[src/logic/stop_reaction_regs.svh]
`ifndef STOP_REACTION_REGS_SVH
`define STOP_REACTION_REGS_SVH

// =====================================================================
// Object indices
`define IDX_QUICK_STOP    16'h605a
`define IDX_SHUTDOWN      16'h605b
`define IDX_DISABLE_OP    16'h605c
`define IDX_HALT          16'h605d
`define IDX_FAULT         16'h605e

// =====================================================================
// Reset values
`define RST_QUICK_STOP    16'h0002
`define RST_SHUTDOWN      16'h0001
`define RST_DISABLE_OP    16'h0001
`define RST_HALT          16'h0001
`define RST_FAULT         16'h0002

// =====================================================================
// Option code values
`define CODE_0            16'h0000
`define CODE_1            16'h0001
`define CODE_2            16'h0002
`define CODE_5            16'h0005
`define CODE_6            16'h0006

// =====================================================================
// Halt bit position in the controlword
`define CW_HALT_BIT       8

`endif

[src/logic/stop_reaction_pkg.sv]
package stop_reaction_pkg;

    typedef enum logic [1:0] {
        REACT_IMMEDIATE,
        REACT_SLOW_RAMP,
        REACT_QUICK_RAMP,
        REACT_COAST
    } reaction_t;

    typedef enum logic [2:0] {
        PS_NONE,
        PS_SWITCH_ON_DISABLED,
        PS_READY_TO_SWITCH_ON,
        PS_SWITCHED_ON,
        PS_QUICK_STOP_ACTIVE,
        PS_FAULT_STOP
    } follow_state_t;

    typedef enum logic [2:0] {
        TRG_QUICK_STOP,
        TRG_SHUTDOWN,
        TRG_DISABLE_OP,
        TRG_HALT,
        TRG_FAULT
    } trigger_t;

endpackage

[src/logic/option_bus_if.sv]
`timescale 1ns/1ps
interface option_bus_if;
    logic        wr_en;
    logic [2:0]  wr_sel;
    logic [15:0] wr_data;
    logic [2:0]  rd_sel;
    logic [15:0] rd_data;
    logic [79:0] codes;

    modport ctrl (output wr_en, output wr_sel, output wr_data, output rd_sel,
                  input rd_data, input codes);
    modport store (input wr_en, input wr_sel, input wr_data, input rd_sel,
                   output rd_data, output codes);
endinterface

[src/logic/option_code_store.sv]
`timescale 1ns/1ps
`include "stop_reaction_regs.svh"
module option_code_store
    import stop_reaction_pkg::*;
(
    input  wire logic   clk,
    input  wire logic   arst_n,
    option_bus_if.store bus
);

    typedef struct packed {
        logic [4:0][15:0] code;
        logic [15:0]      rd;
    } store_state_t;

    store_state_t st_r;
    store_state_t st_nxt;

    localparam logic [4:0][15:0] RST_CODES = {`RST_FAULT, `RST_HALT, `RST_DISABLE_OP,
                                              `RST_SHUTDOWN, `RST_QUICK_STOP};

    // =================================================================
    // Code storage with registered read data
    always_comb begin
        st_nxt = st_r;
        if (bus.wr_en && bus.wr_sel <= 3'd4) begin
            st_nxt.code[bus.wr_sel] = bus.wr_data;
        end
        // Read data is captured only on a read and then held for the master
        if (bus.rd_sel <= 3'd4) begin
            st_nxt.rd = st_nxt.code[bus.rd_sel];
        end
    end

    always_ff @(posedge clk or negedge arst_n) begin
        if (!arst_n) begin
            st_r <= '{code: RST_CODES, rd: 16'h0000};
        end else begin
            st_r <= st_nxt;
        end
    end

    assign bus.rd_data = st_r.rd;
    assign bus.codes   = st_r.code;

endmodule

[src/logic/drive_stop_reaction_select.sv]
// Contract
// - Quick stop code 0: immediate stop, switch-on-disabled
// - Quick stop code 1: slow ramp, switch-on-disabled
// - Quick stop code 2: quick ramp, switch-on-disabled
// - Shutdown code 1: slow ramp, ready-to-switch-on
// - Disable code 1: slow ramp, switched-on
// - Shutdown or disable code 0: coast freely
// - Halt bit set runs halt code reaction
// - Halt code 1 slow, 2 quick, others reserved
// - Fault brings motor to standstill per code
// - Fault code 0 coast, 1 slow, 2 quick
//
`timescale 1ns/1ps
`include "stop_reaction_regs.svh"
module drive_stop_reaction_select
    import stop_reaction_pkg::*;
(
    input  wire logic        clk,
    input  wire logic        arst_n,
    input  wire logic        obj_wr,
    input  wire logic        obj_rd,
    input  wire logic [15:0] obj_index,
    input  wire logic [15:0] obj_wdata,
    output logic      [15:0] obj_rdata,
    output logic             obj_ack,
    output logic             obj_err,
    input  wire logic        quick_stop_req,
    input  wire logic        shutdown_req,
    input  wire logic        disable_op_req,
    input  wire logic        fault_req,
    input  wire logic [15:0] controlword,
    input  wire logic        ramp_done,
    output logic             react_active,
    output reaction_t        react_kind,
    output logic             drive_enable,
    output follow_state_t    follow_state,
    output logic             follow_valid
);

    typedef enum logic [1:0] {
        ST_IDLE,
        ST_RUN,
        ST_HOLD
    } fsm_t;

    typedef struct packed {
        fsm_t          fsm;
        reaction_t     kind;
        follow_state_t follow;
        logic          halt_run;
        logic          out_active;
        logic          out_enable;
        follow_state_t out_state;
        logic          out_valid;
        logic          ack;
        logic          err;
        logic          rd_pend;
    } top_state_t;

    top_state_t st_r;
    top_state_t st_nxt;

    option_bus_if bus ();

    option_code_store i_option_code_store (
        .clk    (clk),
        .arst_n (arst_n),
        .bus    (bus)
    );

    logic [15:0] qs_code;
    logic [15:0] sd_code;
    logic [15:0] dis_code;
    logic [15:0] halt_code;
    logic [15:0] flt_code;
    logic        halt_bit;
    logic [2:0]  sel;
    logic        sel_ok;
    logic        val_ok;

    assign qs_code   = bus.codes[15:0];
    assign sd_code   = bus.codes[31:16];
    assign dis_code  = bus.codes[47:32];
    assign halt_code = bus.codes[63:48];
    assign flt_code  = bus.codes[79:64];
    assign halt_bit  = controlword[`CW_HALT_BIT];

    // =================================================================
    // Object index decode and value check
    always_comb begin
        sel    = 3'd7;
        sel_ok = 1'b1;
        val_ok = 1'b0;
        if (obj_index == `IDX_QUICK_STOP) begin
            sel    = 3'd0;
            val_ok = obj_wdata == `CODE_0 || obj_wdata == `CODE_1 || obj_wdata == `CODE_2 ||
                     obj_wdata == `CODE_5 || obj_wdata == `CODE_6;
        end else if (obj_index == `IDX_SHUTDOWN) begin
            sel    = 3'd1;
            val_ok = obj_wdata == `CODE_0 || obj_wdata == `CODE_1;
        end else if (obj_index == `IDX_DISABLE_OP) begin
            sel    = 3'd2;
            val_ok = obj_wdata == `CODE_0 || obj_wdata == `CODE_1;
        end else if (obj_index == `IDX_HALT) begin
            sel    = 3'd3;
            val_ok = obj_wdata == `CODE_1 || obj_wdata == `CODE_2;
        end else if (obj_index == `IDX_FAULT) begin
            sel    = 3'd4;
            val_ok = obj_wdata == `CODE_0 || obj_wdata == `CODE_1 || obj_wdata == `CODE_2;
        end else begin
            sel_ok = 1'b0;
        end
    end

    assign bus.wr_en   = obj_wr && sel_ok && val_ok;
    assign bus.wr_sel  = sel;
    assign bus.wr_data = obj_wdata;
    assign bus.rd_sel  = (obj_rd && !obj_wr) ? sel : 3'd7;

    // =================================================================
    // Reaction sequencer
    always_comb begin
        st_nxt          = st_r;
        st_nxt.ack      = 1'b0;
        st_nxt.err      = 1'b0;
        st_nxt.rd_pend  = 1'b0;
        st_nxt.out_valid = 1'b0;

        if (obj_wr) begin
            st_nxt.ack = sel_ok && val_ok;
            st_nxt.err = !(sel_ok && val_ok);
        end else if (obj_rd) begin
            if (sel_ok) begin
                st_nxt.rd_pend = 1'b1;
            end else begin
                st_nxt.err = 1'b1;
            end
        end
        if (st_r.rd_pend) begin
            st_nxt.ack = 1'b1;
        end

        case (st_r.fsm)
            ST_IDLE: begin
                // Priority: fault, quick stop, shutdown, disable, halt
                if (fault_req) begin
                    st_nxt.fsm    = ST_RUN;
                    st_nxt.follow = PS_FAULT_STOP;
                    if (flt_code == `CODE_0) begin
                        st_nxt.kind = REACT_COAST;
                    end else if (flt_code == `CODE_1) begin
                        st_nxt.kind = REACT_SLOW_RAMP;
                    end else begin
                        st_nxt.kind = REACT_QUICK_RAMP;
                    end
                end else if (quick_stop_req) begin
                    st_nxt.fsm    = ST_RUN;
                    st_nxt.follow = PS_SWITCH_ON_DISABLED;
                    if (qs_code == `CODE_0) begin
                        st_nxt.kind = REACT_IMMEDIATE;
                    end else if (qs_code == `CODE_1) begin
                        st_nxt.kind = REACT_SLOW_RAMP;
                    end else if (qs_code == `CODE_5) begin
                        st_nxt.kind   = REACT_SLOW_RAMP;
                        st_nxt.follow = PS_QUICK_STOP_ACTIVE;
                    end else if (qs_code == `CODE_6) begin
                        st_nxt.kind   = REACT_QUICK_RAMP;
                        st_nxt.follow = PS_QUICK_STOP_ACTIVE;
                    end else begin
                        st_nxt.kind = REACT_QUICK_RAMP;
                    end
                end else if (shutdown_req) begin
                    st_nxt.fsm    = ST_RUN;
                    st_nxt.follow = PS_READY_TO_SWITCH_ON;
                    st_nxt.kind   = (sd_code == `CODE_0) ? REACT_COAST
                                                         : REACT_SLOW_RAMP;
                end else if (disable_op_req) begin
                    st_nxt.fsm    = ST_RUN;
                    st_nxt.follow = PS_SWITCHED_ON;
                    st_nxt.kind   = (dis_code == `CODE_0) ? REACT_COAST
                                                          : REACT_SLOW_RAMP;
                end else if (halt_bit) begin
                    st_nxt.fsm      = ST_RUN;
                    st_nxt.follow   = PS_NONE;
                    st_nxt.halt_run = 1'b1;
                    st_nxt.kind     = (halt_code == `CODE_2) ? REACT_QUICK_RAMP
                                                             : REACT_SLOW_RAMP;
                end
                st_nxt.out_active = st_nxt.fsm == ST_RUN;
                st_nxt.out_enable = !(st_nxt.fsm == ST_RUN &&
                                      (st_nxt.kind == REACT_COAST ||
                                       st_nxt.kind == REACT_IMMEDIATE));
            end
            ST_RUN: begin
                // Immediate stop and coasting finish at once
                if (ramp_done || st_r.kind == REACT_IMMEDIATE || st_r.kind == REACT_COAST) begin
                    st_nxt.out_active = 1'b0;
                    st_nxt.out_state  = st_r.follow;
                    st_nxt.out_valid  = !st_r.halt_run;
                    st_nxt.out_enable = st_r.follow == PS_QUICK_STOP_ACTIVE ||
                                        st_r.halt_run;
                    st_nxt.fsm        = ST_HOLD;
                end
            end
            ST_HOLD: begin
                // Wait for the cause to drop before re-arming
                if (!fault_req && !quick_stop_req && !shutdown_req &&
                    !disable_op_req && !halt_bit) begin
                    st_nxt.fsm        = ST_IDLE;
                    st_nxt.halt_run   = 1'b0;
                    st_nxt.out_enable = 1'b1;
                end
            end
            default: st_nxt.fsm = ST_IDLE;
        endcase
    end

    always_ff @(posedge clk or negedge arst_n) begin
        if (!arst_n) begin
            st_r <= '{fsm: ST_IDLE, kind: REACT_IMMEDIATE, follow: PS_NONE,
                      halt_run: 1'b0, out_active: 1'b0, out_enable: 1'b1,
                      out_state: PS_NONE, out_valid: 1'b0, ack: 1'b0,
                      err: 1'b0, rd_pend: 1'b0};
        end else begin
            st_r <= st_nxt;
        end
    end

    // =================================================================
    // Outputs
    assign obj_rdata    = bus.rd_data;
    assign obj_ack      = st_r.ack;
    assign obj_err      = st_r.err;
    assign react_active = st_r.out_active;
    assign react_kind   = st_r.kind;
    assign drive_enable = st_r.out_enable;
    assign follow_state = st_r.out_state;
    assign follow_valid = st_r.out_valid;

    // =================================================================
    // Assertions
    property p_bad_write_kept;
        @(posedge clk) disable iff (!arst_n)
        (obj_wr && !(sel_ok && val_ok)) |=> $stable(bus.codes) && obj_err;
    endproperty
    a_bad_write_kept: assert property (p_bad_write_kept) else $error("reserved write stored");

    property p_qs0_immediate;
        @(posedge clk) disable iff (!arst_n)
        (st_r.fsm == ST_IDLE && !fault_req && quick_stop_req && qs_code == `CODE_0)
        |=> react_kind == REACT_IMMEDIATE ##1 follow_valid &&
            follow_state == PS_SWITCH_ON_DISABLED;
    endproperty
    a_qs0_immediate: assert property (p_qs0_immediate) else $error("qs code 0 wrong");

    property p_qs_stay;
        @(posedge clk) disable iff (!arst_n)
        (follow_valid && follow_state == PS_QUICK_STOP_ACTIVE) |-> drive_enable;
    endproperty
    a_qs_stay: assert property (p_qs_stay) else $error("motor de-energised in qs active");

    property p_coast;
        @(posedge clk) disable iff (!arst_n)
        (st_r.fsm == ST_IDLE && !fault_req && !quick_stop_req && shutdown_req &&
         sd_code == `CODE_0) |=> react_kind == REACT_COAST && !drive_enable;
    endproperty
    a_coast: assert property (p_coast) else $error("shutdown code 0 not coasting");

    property p_halt_quick;
        @(posedge clk) disable iff (!arst_n)
        (st_r.fsm == ST_IDLE && !fault_req && !quick_stop_req && !shutdown_req &&
         !disable_op_req && halt_bit && halt_code == `CODE_2)
        |=> react_active && react_kind == REACT_QUICK_RAMP;
    endproperty
    a_halt_quick: assert property (p_halt_quick) else $error("halt code 2 wrong");

    property p_wait_ramp;
        @(posedge clk) disable iff (!arst_n)
        (react_active && react_kind == REACT_SLOW_RAMP && !ramp_done) |=> !follow_valid;
    endproperty
    a_wait_ramp: assert property (p_wait_ramp) else $error("follow state before ramp end");

    property p_fault_slow;
        @(posedge clk) disable iff (!arst_n)
        (st_r.fsm == ST_IDLE && fault_req && flt_code == `CODE_1)
        |=> react_kind == REACT_SLOW_RAMP && react_active;
    endproperty
    a_fault_slow: assert property (p_fault_slow) else $error("fault code 1 wrong");

    property p_disable_slow;
        @(posedge clk) disable iff (!arst_n)
        (st_r.fsm == ST_IDLE && !fault_req && !quick_stop_req && !shutdown_req &&
         disable_op_req && dis_code == `CODE_1) ##1 !ramp_done ##1 ramp_done
        |=> follow_valid && follow_state == PS_SWITCHED_ON && react_kind == REACT_SLOW_RAMP;
    endproperty
    a_disable_slow: assert property (p_disable_slow) else $error("disable code 1 wrong");

    c_quick_stop: cover property (@(posedge clk) disable iff (!arst_n)
                                  follow_valid && follow_state == PS_SWITCH_ON_DISABLED);
    c_halt: cover property (@(posedge clk) disable iff (!arst_n) react_active && st_r.halt_run);
    c_reject: cover property (@(posedge clk) disable iff (!arst_n) obj_err);

endmodule

[config.mk]
export PLATFORM = sky130hd
export DESIGN_NAME = drive_stop_reaction_select
export DESIGN_NICKNAME = d
export VERILOG_FILES = /design/src/logic/stop_reaction_pkg.sv /design/src/logic/option_bus_if.sv /design/src/logic/option_code_store.sv /design/src/logic/drive_stop_reaction_select.sv
export VERILOG_INCLUDE_DIRS = /design/src /design/src/logic
export SDC_FILE = /design/constraint.sdc
export NUM_CORES = 1
export LEC_CHECK = 0
export ABC_AREA = 1
export BUFFER_PORTS_ARGS = -buffer_cell sky130_fd_sc_hd__buf_2
export CORE_MARGIN = 2
export CORE_UTILIZATION = 47
export CTS_BUF_LIST = sky130_fd_sc_hd__clkbuf_2 sky130_fd_sc_hd__clkbuf_4 sky130_fd_sc_hd__clkbuf_8
export DETAILED_ROUTE_END_ITERATION = 6
export PLACE_DENSITY_LB_ADDON = 0.15
export SLEW_MARGIN = 15
export SYNTH_ARGS = -nofsm -noshare
export SYNTH_HDL_FRONTEND = slang
export SYNTH_SLANG_ARGS = --single-unit
[constraint.sdc]
create_clock -name clk -period 2.23 [get_ports clk]
set_input_delay 0.669 -clock clk [delete_from_list [all_inputs] [get_ports clk]]
set_output_delay 0.669 -clock clk [all_outputs]
set_load 0.02 [all_outputs]
==> impl_metrics.env <==
export IMPL_path_clk_slew_ps=70
export IMPL_grt_use_met3=0.0659
export IMPL_io_pins=83
export IMPL_track_usage=0.238
export IMPL_antenna_found_initial=0
export IMPL_first_pass_iters=4
export IMPL_cts_tree="built"
export IMPL_grt_pass1_vias=5374
export IMPL_min_path_type="in2async"
export IMPL_syn_num_nets=829
export IMPL_cap_violations=0
export IMPL_rsz0062_at_grt="true"
export IMPL_ant_nets=0
export IMPL_layout_drive_gt1_share=0.299
export IMPL_syn_avg_cell_area_um2=7.57
export IMPL_routabilityCongestion=0.860
export IMPL_rows=40
export IMPL_wirelength_um=14700
export IMPL_finalHoldViolations=0
export IMPL_yosys_warnings=0
export IMPL_clock_sinks=113
export IMPL_synth_edff_count=0
export IMPL_fin_util=0.654
export IMPL_vias_per_cell=4.84
export IMPL_reg2reg_from="i_option_code_store.bus.codes[41]"
export IMPL_period_needed_ps=2210
export IMPL_synth_top_area_frac=0.461
export IMPL_portBuffers=67
export IMPL_antenna_cells=0
export IMPL_hold_slack_ps=270
export IMPL_relSlewSlack=0.592
export IMPL_outcome="completed"
export IMPL_synth_top_area_cell="dfrtp_1"
export IMPL_end_kind="flip-flop"
export IMPL_irDropWorstVdd_uv=337
export IMPL_crit_start="obj_index[15]"
export IMPL_required_ps=2560
export IMPL_async_flop_share=1.00
export IMPL_tightest_slew_ps=611
export IMPL_ys_seq_elements=113
export IMPL_final_cell_mix="nand2_1 (212), inv_1 (132), dfrtp_1 (107), buf_4 (92), nor2_1 (61)"
export IMPL_fmax_mhz=453
export IMPL_fp_dieW_um=115
export IMPL_vias=5386
export IMPL_cp_max_fo=8
export IMPL_initial_core_util=0.482
export IMPL_finalCritPeriodShare=0.989
export IMPL_routedWlPerCell_um=13.2
export IMPL_postPlaceCellArea_um2=7110
export IMPL_dpl_hpwl_um=10600
export IMPL_worstSetupStartpointType="input port"
export IMPL_busiest_layer="met2"
export IMPL_met2_usage=0.389
export IMPL_htreeDepth=4
export IMPL_overflow=0
export IMPL_core_area_um2=12100
export IMPL_skew_ps=8.62
export IMPL_postSynthCellCount=768
export IMPL_powerDensity_nw_per_um2=668
export IMPL_synthTopCellsByArea="dfrtp_1 (46%), nand2_1 (15%), inv_1 (8.7%)"
export IMPL_setup_violations=0
export IMPL_clockBufferDepth=2
export IMPL_dieArea_um2=13300
export IMPL_yosysSeqAreaShare=0.488
export IMPL_maxSlewViolCount=0
export IMPL_clock_latency_ps=440
export IMPL_synth_cell_types=39
export IMPL_holdBufCountCts=0
export IMPL_p_leak_nw=4.74
export IMPL_root_buffer="clkbuf_8"
export IMPL_worstPathArrival_ps=2540
export IMPL_die_h_um=115
export IMPL_fin_area_um2=7890
export IMPL_yosys_most_used_dff="dfrtp_1"
export IMPL_final_common_cell="nand2_1"
export IMPL_drtIter0Drc=436
export IMPL_grt_util_met1=0.307
export IMPL_grt_pass1_wl_um=24700
export IMPL_syn2layout_area_growth_pct=35.7
export IMPL_grt_start_max_net_pins=114
export IMPL_fin_nets=993
export IMPL_cts_buffers=17
export IMPL_syn_area_um2=5810
export IMPL_drc=0
export IMPL_path_class="in2reg"
-- sequential cells by signal, indices dropped and copies added (netlist names) --
register / cells
drive_enable: 1
follow_state: 3
follow_valid: 1
i_option_code_store.bus.codes: 80
i_option_code_store.bus.rd_data: 16
obj_ack: 1
obj_err: 1
react_active: 1
react_kind: 2
st_r: 7
-- layer usage --
metal / share of wire / vias to the layer above
li1: - / 2736
met1: 0.47 / 2532
met2: 0.48 / 96
met3: 0.038 / 22
met4: 0.019 / 0
met5: 0 / -
-- synthesized netlist by cell type (all sizes together) (2+ instances only) --
| cell type | instances |
|---|---|
| nand4 | 12 |
| dfstp | 6 |
| nand2 | 242 |
| ha | 4 |
| o211ai | 14 |
| o21ai | 33 |
| clkbuf | 5 |
| nor3 | 9 |
| nor4 | 11 |
| dfrtp | 107 |
| nor2 | 80 |
| nand3 | 45 |
| o22ai | 15 |
| a21oi | 12 |
| inv | 141 |
| buf | 17 |
| o31ai | 2 |
| a31oi | 2 |
| or2 | 2 |
-- worst paths after layout --
path                                                       end  slack, ps  cells past startpoint
max                        i_option_code_store.bus.rd_data[15]         20                     18
min in group clk                                  follow_valid        460                      1
max in group asynchronous     i_option_code_store.bus.codes[4]       1470                      2
min reg2reg                                       follow_valid        460                      1
max reg2reg                                       drive_enable        310                     10
min                                               react_active        270                      2
-- final cells by class --
| cell class | instances | area [µm²] |
|---|---|---|
| Clock buffer | 20 | 269 |
| Clock inverter | 11 | 185 |
| Fill cell | 1044 | 4170 |
| Inverter | 142 | 548 |
| Multi-Input combinational cell | 492 | 2610 |
| Sequential cell | 113 | 2840 |
| Tap cell | 168 | 210 |
| Timing Repair Buffer | 166 | 1230 |
-- where the power goes --
| group | switching, mW | internal [mW] | total [mW] |
|---|---|---|---|
| logic | 0.506 | 0.286 | 0.792 |
| registers | 0.0911 | 2.18 | 2.27 |
| clock network | 0.819 | 1.39 | 2.21 |
-- worst max-delay path: stages --
cell and delay, ps:
buf_2 130, nor2_4 130, nand2_4 70, nor2_8 200
nand2_2 90, nand3_2 100, nor2_2 50, nand2_2 70
nand2_4 80, nor2_8 160, buf_12 150, nand3_4 140
nand2_2 120, a21oi_2 60, nand2_1 120, nand2_1 70
nand2_1 60, nand2_1 40
-- per-stage QoR --
stage / power, mW / std cells / setup WS, ps / setup TNS, ps
after detailed placement: 3.07 / 1072 / -580 / -27330
after CTS: 5.30 / 1104 / 11.5 / 0
after global routing: 5.54 / 1112 / -96.9 / -837
after global placement: 3.05 / 1072 / -481 / -20940
final: 5.27 / 1112 / 23.4 / 0
after floorplan: 2.84 / 768 / -63.5 / -661
-- cell families after synthesis --
family | synth area share
AOI/OAI and AO/OA | 0.0867
buffers and inverters | 0.114
DFF | 0.488
adders and majority gates | 0.00861
and+or+nand+nor | 0.303
-- repair_timing --
action,4_1_cts,5_1_grt
pin swaps,0,30
gates cloned,1,0
setup buffers,0,8
endpoints found under the setup margin,16,16
gates resized for setup,4,62
No activity file was read; power rests on OpenSTA's default activity.
